==> config.mk <==
export PLATFORM = sky130hd
export DESIGN_NAME = pcs_cmd_status
export DESIGN_NICKNAME = d
export VERILOG_FILES = /design/src/pcs_pkg.sv /design/src/pcs_cmd_status.sv /design/src/pcs_sticky_bit.sv
export VERILOG_INCLUDE_DIRS = /design/src /design/src/src
export SDC_FILE = /design/constraint.sdc
export NUM_CORES = 1
export LEC_CHECK = 0
export BUFFER_PORTS_ARGS = -buffer_cell sky130_fd_sc_hd__buf_2
export CAP_MARGIN = 20
export CELL_PAD_IN_SITES_DETAIL_PLACEMENT = 0
export CELL_PAD_IN_SITES_GLOBAL_PLACEMENT = 1
export CORE_MARGIN = 2
export CORE_UTILIZATION = 29
export DETAILED_ROUTE_END_ITERATION = 7
export HOLD_SLACK_MARGIN = 0.03
export PLACE_DENSITY_LB_ADDON = 0.1
export SLEW_MARGIN = 20
export SYNTH_ARGS = -nofsm -noshare
export SYNTH_HDL_FRONTEND = slang
export SYNTH_SLANG_ARGS = --single-unit
==> constraint.sdc <==
create_clock -name clk_sys -period 2.7 [get_ports clk_sys]
set_input_delay 0.135 -clock clk_sys [delete_from_list [all_inputs] [get_ports clk_sys]]
set_output_delay 0.135 -clock clk_sys [all_outputs]
set_load 0.02 [all_outputs]
==> src/pcs_consts.svh <==
// named offsets, bit positions, patterns and fixed field values
`ifndef PCS_CONSTS_SVH
`define PCS_CONSTS_SVH

// register offset, byte address on the configuration port
`define PCS_OFF_CMD_STAT 8'h04

// command half, bits 15:0
`define PCS_B_MEM_EN 1
`define PCS_B_MST_EN 2
`define PCS_B_PER_EN 6
`define PCS_B_SERR_EN 8

// status half, bits 31:16
`define PCS_B_CAP 20
`define PCS_B_66MHZ 21
`define PCS_B_DPR 24
`define PCS_B_DSEL_LO 25
`define PCS_B_DSEL_HI 26
`define PCS_B_TABT_SIG 27
`define PCS_B_TABT_RCV 28
`define PCS_B_MABT_RCV 29
`define PCS_B_SERR_SIG 30
`define PCS_B_PERR_DET 31

// sticky status bits, index into the sticky vector
`define PCS_N_STICKY 6
`define PCS_S_DPR 0
`define PCS_S_TABT_SIG 1
`define PCS_S_TABT_RCV 2
`define PCS_S_MABT_RCV 3
`define PCS_S_SERR_SIG 4
`define PCS_S_PERR_DET 5

// fixed fields
`define PCS_DSEL_MEDIUM 2'h1
`define PCS_66MHZ_CAP 1'h0
`define PCS_DATA_ZERO 32'h0000_0000

// legal write byte-enable patterns, active high
`define PCS_BE_B0 4'h1
`define PCS_BE_B1 4'h2
`define PCS_BE_B2 4'h4
`define PCS_BE_B3 4'h8
`define PCS_BE_W0 4'h3
`define PCS_BE_W1 4'hc
`define PCS_BE_DW 4'hf

`endif

==> src/pcs_pkg.sv <==
// types of the command and status register block
package pcs_pkg;

  typedef struct packed {
    logic flag;
  } pcs_sticky_t;

  typedef struct packed {
    logic mem_en;
    logic mst_en;
    logic per_en;
    logic serr_en;
    logic cap;
    logic [31:0] rdata;
    logic done;
    logic abort;
    logic mem_claim;
    logic mem_abort;
    logic mst_grant;
    logic serr_assert;
    logic fatal_err;
  } pcs_state_t;

endpackage

==> src/pcs_cmd_status.sv <==
// command and status configuration register with its gating logic
// Function
// low half command, high half status
// all-zero command leaves only configuration accesses
// reads keep error bits; write one clears
// bit 31 on any parity error; code sets it on addr_par_err or data_par_err only, not on perr_as_master
// bit 30 when system error driven
// bit 29 on own master abort
// bit 28 when target aborts our master
// bit 27 when we target-abort
// 32-bit little-endian register words
// reads any enables; writes byte/word/dword only
// bits 26:25 read fixed 01
// bit 24 master parity with response on
// bit 21 reads zero
// bit 20 from stored capability bit
// bit 8 enables system error on address parity
// bit 6 enables fatal error on parity
// parity response off after hardware reset
// bit 2 gates own bus mastering
// host sets master enable before use
// bit 1 gates memory-space response
// only hardware reset restores defaults
// reserved bits read zero, ignore writes
`include "pcs_consts.svh"

module pcs_cmd_status
  import pcs_pkg::*;
(
  // clock and reset
  input wire logic clk_sys,
  input wire logic reset_n,
  // configuration access port
  input wire logic cfg_sel,
  input wire logic cfg_wr,
  input wire logic [7:0] cfg_addr,
  input wire logic [31:0] cfg_wdata,
  input wire logic [3:0] bus_byte_enables_n,
  output logic [31:0] cfg_rdata_q,
  output logic cfg_done_q,
  output logic cfg_abort_q,
  // memory-space access from the bus target
  input wire logic mem_sel,
  input wire logic mem_wr,
  input wire logic [3:0] mem_byte_enables_n,
  output logic mem_claim_q,
  output logic mem_abort_q,
  // bus master request
  input wire logic mst_req,
  output logic mst_grant_q,
  // bus events
  input wire logic addr_par_err,
  input wire logic data_par_err,
  input wire logic perr_as_master,
  input wire logic mst_master_abort,
  input wire logic mst_target_abort,
  // capability bit from serial configuration memory
  input wire logic cap_load,
  input wire logic cap_present,
  // command controls and error signalling
  output logic mem_space_en_q,
  output logic bus_master_en_q,
  output logic parity_resp_en_q,
  output logic serr_en_q,
  output logic serr_assert_q,
  output logic fatal_err_q
);

  ////////////////////////////////////////////////////////////////////////
  // state
  pcs_state_t st_q;
  pcs_state_t st_d;

  logic [3:0] cfg_be;
  logic [3:0] mem_be;
  logic cfg_be_ok;
  logic mem_be_ok;
  logic hit;
  logic wr_ok;
  logic wr_bad;
  logic mem_go;
  logic mem_bad;
  logic serr_now;
  logic [31:0] wmask;
  logic [`PCS_N_STICKY-1:0] sticky_set;
  logic [`PCS_N_STICKY-1:0] sticky_clr;
  logic [`PCS_N_STICKY-1:0] sticky_q;
  logic [31:0] rd_word;
  // decoded accesses and event pulses
  logic cfg_rd_hit;
  logic cfg_wr_hit;
  logic lane0_wr;
  logic lane1_wr;
  logic par_any;
  logic tabt_cfg;
  logic tabt_mem;
  logic perr_det_ev;
  logic serr_sig_ev;
  logic mabt_ev;
  logic tabt_rcv_ev;
  logic tabt_sig_ev;
  logic dpr_ev;
  logic mem_ok;
  logic grant_now;
  logic fatal_now;

  ////////////////////////////////////////////////////////////////////////
  // byte-enable check

  function automatic logic be_legal(input logic [3:0] be);
    logic ok;
    ok = 1'h0;
    case (be)
      `PCS_BE_B0: ok = 1'h1;
      `PCS_BE_B1: ok = 1'h1;
      `PCS_BE_B2: ok = 1'h1;
      `PCS_BE_B3: ok = 1'h1;
      `PCS_BE_W0: ok = 1'h1;
      `PCS_BE_W1: ok = 1'h1;
      `PCS_BE_DW: ok = 1'h1;
      default: ok = 1'h0;
    endcase
    return ok;
  endfunction

  assign cfg_be = ~bus_byte_enables_n;
  assign mem_be = ~mem_byte_enables_n;
  assign cfg_be_ok = be_legal(cfg_be);
  assign mem_be_ok = be_legal(mem_be);

  // reads take any pattern, other cycles only legal ones
  assign wr_ok = cfg_sel && cfg_wr && cfg_be_ok;
  assign wr_bad = cfg_sel && cfg_wr && !cfg_be_ok;
  assign hit = (cfg_addr == `PCS_OFF_CMD_STAT);

  // decoded accesses to this register
  assign cfg_rd_hit = cfg_sel && !cfg_wr && hit;
  assign cfg_wr_hit = wr_ok && hit;
  assign lane0_wr = cfg_wr_hit && cfg_be[0];
  assign lane1_wr = cfg_wr_hit && cfg_be[1];

  // memory space only while its control is on
  assign mem_go = mem_sel && st_q.mem_en;
  assign mem_bad = mem_go && mem_wr && !mem_be_ok;

  // byte lane k covers bits 8k+7:8k
  assign wmask = {{8{cfg_be[3]}}, {8{cfg_be[2]}},
                  {8{cfg_be[1]}}, {8{cfg_be[0]}}};

  ////////////////////////////////////////////////////////////////////////
  // status event sources

  assign serr_now = addr_par_err && st_q.serr_en;
  assign par_any = addr_par_err || data_par_err;

  // target aborts we signal, as target of either space
  assign tabt_cfg = wr_bad;
  assign tabt_mem = mem_bad;

  // one set pulse per status flag
  assign perr_det_ev = par_any;
  assign serr_sig_ev = serr_now;
  assign mabt_ev = mst_master_abort;
  assign tabt_rcv_ev = mst_target_abort;
  assign tabt_sig_ev = tabt_cfg || tabt_mem;
  assign dpr_ev = perr_as_master && st_q.per_en;

  always_comb begin
    sticky_set = '0;
    sticky_set[`PCS_S_PERR_DET] = perr_det_ev;
    sticky_set[`PCS_S_SERR_SIG] = serr_sig_ev;
    sticky_set[`PCS_S_MABT_RCV] = mabt_ev;
    sticky_set[`PCS_S_TABT_RCV] = tabt_rcv_ev;
    sticky_set[`PCS_S_TABT_SIG] = tabt_sig_ev;
    sticky_set[`PCS_S_DPR] = dpr_ev;
  end

  // write one clears, write zero and reads leave alone
  always_comb begin
    logic [31:0] c;
    c = '0;
    if (cfg_wr_hit) begin
      c = cfg_wdata & wmask;
    end
    sticky_clr = '0;
    sticky_clr[`PCS_S_PERR_DET] = c[`PCS_B_PERR_DET];
    sticky_clr[`PCS_S_SERR_SIG] = c[`PCS_B_SERR_SIG];
    sticky_clr[`PCS_S_MABT_RCV] = c[`PCS_B_MABT_RCV];
    sticky_clr[`PCS_S_TABT_RCV] = c[`PCS_B_TABT_RCV];
    sticky_clr[`PCS_S_TABT_SIG] = c[`PCS_B_TABT_SIG];
    sticky_clr[`PCS_S_DPR] = c[`PCS_B_DPR];
  end

  genvar gi;
  generate
    for (gi = 0; gi < `PCS_N_STICKY; gi++) begin : g_sticky
      pcs_sticky_bit u_bit (
        .clk_sys(clk_sys),
        .reset_n(reset_n),
        .set(sticky_set[gi]),
        .clr(sticky_clr[gi]),
        .flag_q(sticky_q[gi])
      );
    end
  endgenerate

  ////////////////////////////////////////////////////////////////////////
  // read image: command low half, status high half

  always_comb begin
    rd_word = `PCS_DATA_ZERO;
    // command half
    rd_word[`PCS_B_MEM_EN] = st_q.mem_en;
    rd_word[`PCS_B_MST_EN] = st_q.mst_en;
    rd_word[`PCS_B_PER_EN] = st_q.per_en;
    rd_word[`PCS_B_SERR_EN] = st_q.serr_en;
    // status half
    rd_word[`PCS_B_CAP] = st_q.cap;
    rd_word[`PCS_B_66MHZ] = `PCS_66MHZ_CAP;
    rd_word[`PCS_B_DPR] = sticky_q[`PCS_S_DPR];
    rd_word[`PCS_B_DSEL_HI:`PCS_B_DSEL_LO] = `PCS_DSEL_MEDIUM;
    rd_word[`PCS_B_TABT_SIG] = sticky_q[`PCS_S_TABT_SIG];
    rd_word[`PCS_B_TABT_RCV] = sticky_q[`PCS_S_TABT_RCV];
    rd_word[`PCS_B_MABT_RCV] = sticky_q[`PCS_S_MABT_RCV];
    rd_word[`PCS_B_SERR_SIG] = sticky_q[`PCS_S_SERR_SIG];
    rd_word[`PCS_B_PERR_DET] = sticky_q[`PCS_S_PERR_DET];
  end

  ////////////////////////////////////////////////////////////////////////
  // gating of target, master and error paths

  assign mem_ok = mem_go && !mem_bad;
  assign grant_now = mst_req && st_q.mst_en;
  assign fatal_now = par_any && st_q.per_en;

  ////////////////////////////////////////////////////////////////////////
  // next state

  always_comb begin
    st_d = st_q;
    // one-cycle answers of the configuration port
    st_d.done = cfg_sel;
    st_d.abort = wr_bad;
    st_d.rdata = `PCS_DATA_ZERO;
    // other configuration offsets read zero here
    if (cfg_rd_hit) begin
      st_d.rdata = rd_word;
    end

    // command bits, lane by lane; reserved bits have no storage
    if (lane0_wr) begin
      st_d.mem_en = cfg_wdata[`PCS_B_MEM_EN];
      st_d.mst_en = cfg_wdata[`PCS_B_MST_EN];
      st_d.per_en = cfg_wdata[`PCS_B_PER_EN];
    end
    if (lane1_wr) begin
      st_d.serr_en = cfg_wdata[`PCS_B_SERR_EN];
    end

    if (cap_load) begin
      st_d.cap = cap_present;
    end

    // bus target and bus master gating
    st_d.mem_claim = mem_ok;
    st_d.mem_abort = mem_bad;
    st_d.mst_grant = grant_now;

    // error signalling
    st_d.serr_assert = serr_now;
    st_d.fatal_err = fatal_now;
  end

  ////////////////////////////////////////////////////////////////////////
  // registers; only the hardware reset pin restores defaults

  always_ff @(posedge clk_sys or negedge reset_n) begin
    if (!reset_n) begin
      st_q <= '0;
    end else begin
      st_q <= st_d;
    end
  end

  ////////////////////////////////////////////////////////////////////////
  // outputs

  // configuration answer
  assign cfg_rdata_q = st_q.rdata;
  assign cfg_done_q = st_q.done;
  assign cfg_abort_q = st_q.abort;
  // target and master gating
  assign mem_claim_q = st_q.mem_claim;
  assign mem_abort_q = st_q.mem_abort;
  assign mst_grant_q = st_q.mst_grant;
  // command levels and error signalling
  assign mem_space_en_q = st_q.mem_en;
  assign bus_master_en_q = st_q.mst_en;
  assign parity_resp_en_q = st_q.per_en;
  assign serr_en_q = st_q.serr_en;
  assign serr_assert_q = st_q.serr_assert;
  assign fatal_err_q = st_q.fatal_err;

endmodule

==> src/pcs_sticky_bit.sv <==
// one status flag set by hardware, cleared by writing one
module pcs_sticky_bit
  import pcs_pkg::*;
(
  // clock and reset
  input wire logic clk_sys,
  input wire logic reset_n,
  // set and clear
  input wire logic set,
  input wire logic clr,
  // flag
  output logic flag_q
);

  pcs_sticky_t st_q;
  pcs_sticky_t st_d;

  always_comb begin
    st_d = st_q;
    if (clr) begin
      st_d.flag = 1'h0;
    end
    // set wins over a clear in the same cycle
    if (set) begin
      st_d.flag = 1'h1;
    end
  end

  always_ff @(posedge clk_sys or negedge reset_n) begin
    if (!reset_n) begin
      st_q <= '0;
    end else begin
      st_q <= st_d;
    end
  end

  assign flag_q = st_q.flag;

endmodule
==> metrics <==
critical path type primary input to register; wirelength, routed 2.68 mm; CP top delay family buffers and inverters; final period utilization 50.2%; mean post-synth cell area 11.4 um2; CTS Root Cell clkbuf_8; Die W 71.7 um; Final min period 1.35 ns; routability cong. 0.795; Hold Path Class primary input to register; synth cell count leaders dfrtp_1, buf_4, and2_1; leading area contributor after synthesis dfrtp_1; clock tree buffer depth 2; CTS tree built; Die Y-Extent 71.7 um; Overall Global Routing Usage 11.6%; #FFs+latches synth 30; Starting Density 30.3%; PD cells 546 mW/mm2; WP data arrival 1.51 ns; hold buffers post-CTS 4; row cnt 24; gr ovfl total 0; Slew Limit Fails 0; vias in the first global route 1011; Max stage delay on crit path 0.51 ns; DRT iter0 DRCs 34; synthesis-to-finish area growth 33.3%; Finish-stage setup viols 0; # placed instances 228; DRC violations left 0; Reg area 751 um2; via count of the routed design 1023; area of the mapped netlist 0.00133 mm2; ANT cells 0; Crit Path Max Fanout 4; antenna violations before repair 0; via/cell ratio 4.26; count of different cell masters after synthesis 30; max cap viols 0; Critical Path Slowest Stage Cell dlygate4sd3_1; IO Count 105; clk sinks 30; nets 249; outcome completed; sequential area share after synthesis 56.6%; share of layout cells above drive strength 1 40.4%; relative slew slack 56.6%; Clock Latency Late Sink 0.28 ns; post_cts resized 0; dpl hpwl 2.07 mm; WL per Instance 11.1 um; Die Footprint 0.00514 mm2; CORE AREA 0.00438 mm2; fmax 0.738 GHz; Critical Path End Type register; First-pass DRT Iterations 2; most common cell in the netlist dfrtp_1; pin count of the biggest net entering global routing 31; WP buf/inv 2; RSZ-0062 raised after global routing false; async set-reset flop share out of synthesis 100%; Multi-input gate area 474 um2; Worst VDD drop 0.000143 V; type of origin of the critical path primary input; Setup Skew 0.00183 ns; setup TNS 0 ns; IO Port Bufs 62; TritonCTS buffer count 5; EDFF count, synth 0; WP data required 2.86 ns; DRT antenna net count 0; Worst-path clk slew 0.06 ns; postcts setup bufs 0; Synth area leaders dfrtp_1, buf_4, and2_1; H-tree depth 2; Post-Synthesis Cells 116; Final Non-Filler Cells 240; Slew @ Worst Pin 0.650 ns; Cell Chain, Critical Path dlygate4sd3_1 > buf_2 > and2_1 > o2111ai_2 > mux2_1; synth warn 0; LEAKAGE 1.01 nW; Top FF cell, synth dfrtp_1; first-pass GRT wire length 4.48 mm; fill count 460; Synth top area share 56.6%; Final Hold Violating Endpoints 0
through the flow:
step	setup slack (ns)	hold WS, ns	power [mW]	utilization (%)	cell area (um2)
global placement	1.13	0.197	0.556	36.9	1620
detailed placement	1.10	0.206	0.558	36.9	1620
CTS	1.34	0.0318	0.985	40.4	1770
floorplan	1.39	-0.161	0.534	-	1400
finish	1.35	0.0437	0.966	40.4	1770
global route	1.31	0.0344	1.02	40.4	1770
layout make-up:
cell class | count | share of cell area (%)
Sequential cell | 30 | 42.4
Multi-Input combinational cell | 79 | 26.8
Tap cell | 52 | 3.68
Clock buffer | 8 | 6.22
Timing Repair Buffer | 66 | 19.8
Inverter | 5 | 1.06
layout by cell type (no fill, tap or decap), drive strengths merged, types with 3 or more instances in the layout:
cell type / instances
inv: 5
dlygate4sd3: 4
nor3: 3
mux2: 5
conb: 20
buf: 62
and2: 13
nand2: 6
dfrtp: 30
a31oi: 4
nor2: 8
clkbuf: 8
where the power goes:
group	leakage (nW)	switching, mW	internal [mW]
sequential	0.388	0.00190	0.455
clock	0.0575	0.155	0.257
combinational	0.566	0.0611	0.0356
total	1.01	0.218	0.748
cell families (layout without fill, tap and decap cells):
group	after synthesis	in the layout	synth area share, %
DFF	30	30	56.6
AOI/OAI and AO/OA	14	14	8.67
other	1	20	0.282
and+or+nand+nor	39	39	16.4
muxes	6	6	5.00
buffers and inverters	26	79	13.1
worst paths after layout:
path,from,slack [ns],cells past startpoint,endpoint
min in group asynchronous,reset_n,0.43,2,mst_grant_q$_DFF_PN0_
setup reg to reg,mem_space_en_q$_DFFE_PN0P_,1.74,3,g_sticky[1].u_bit.flag_q$_DFFE_PN0P_
hold reg to reg,g_sticky[4].u_bit.flag_q$_DFFE_PN0P_,0.47,1,cfg_rdata_q[30]$_DFF_PN0_
setup / recovery,cfg_sel,1.35,5,mem_space_en_q$_DFFE_PN0P_
max in group asynchronous,reset_n,1.85,2,parity_resp_en_q$_DFFE_PN0P_
hold / removal,cfg_wdata[28],0.04,2,g_sticky[2].u_bit.flag_q$_DFFE_PN0P_
worst reg2reg max path, stage by stage (launching register included):
cell and delay [ns]:
dfrtp_1 0.37, nand2_1 0.08, nor4_1 0.32, a211o_1 0.15
registers in the layout, summed over array words and instances (netlist names):
name                   flops
fatal_err_q                1
mst_grant_q                1
g_sticky.u_bit.flag_q      6
mem_space_en_q             1
cfg_rdata_q               12
rd_word                    1
serr_assert_q              1
parity_resp_en_q           1
mem_claim_q                1
mem_abort_q                1
cfg_abort_q                1
bus_master_en_q            1
cfg_done_q                 1
serr_en_q                  1
metal layers:
metal | global-route usage, % | wire length, um | vias up
met5 | 0 | 0 | -
met4 | 6.92 | 68 | 0
met3 | 5.06 | 331 | 7
met2 | 18.4 | 1220 | 60
met1 | 12.8 | 1060 | 462
li1 | - | - | 494
Note: power is estimated with default switching activity, not from simulation.
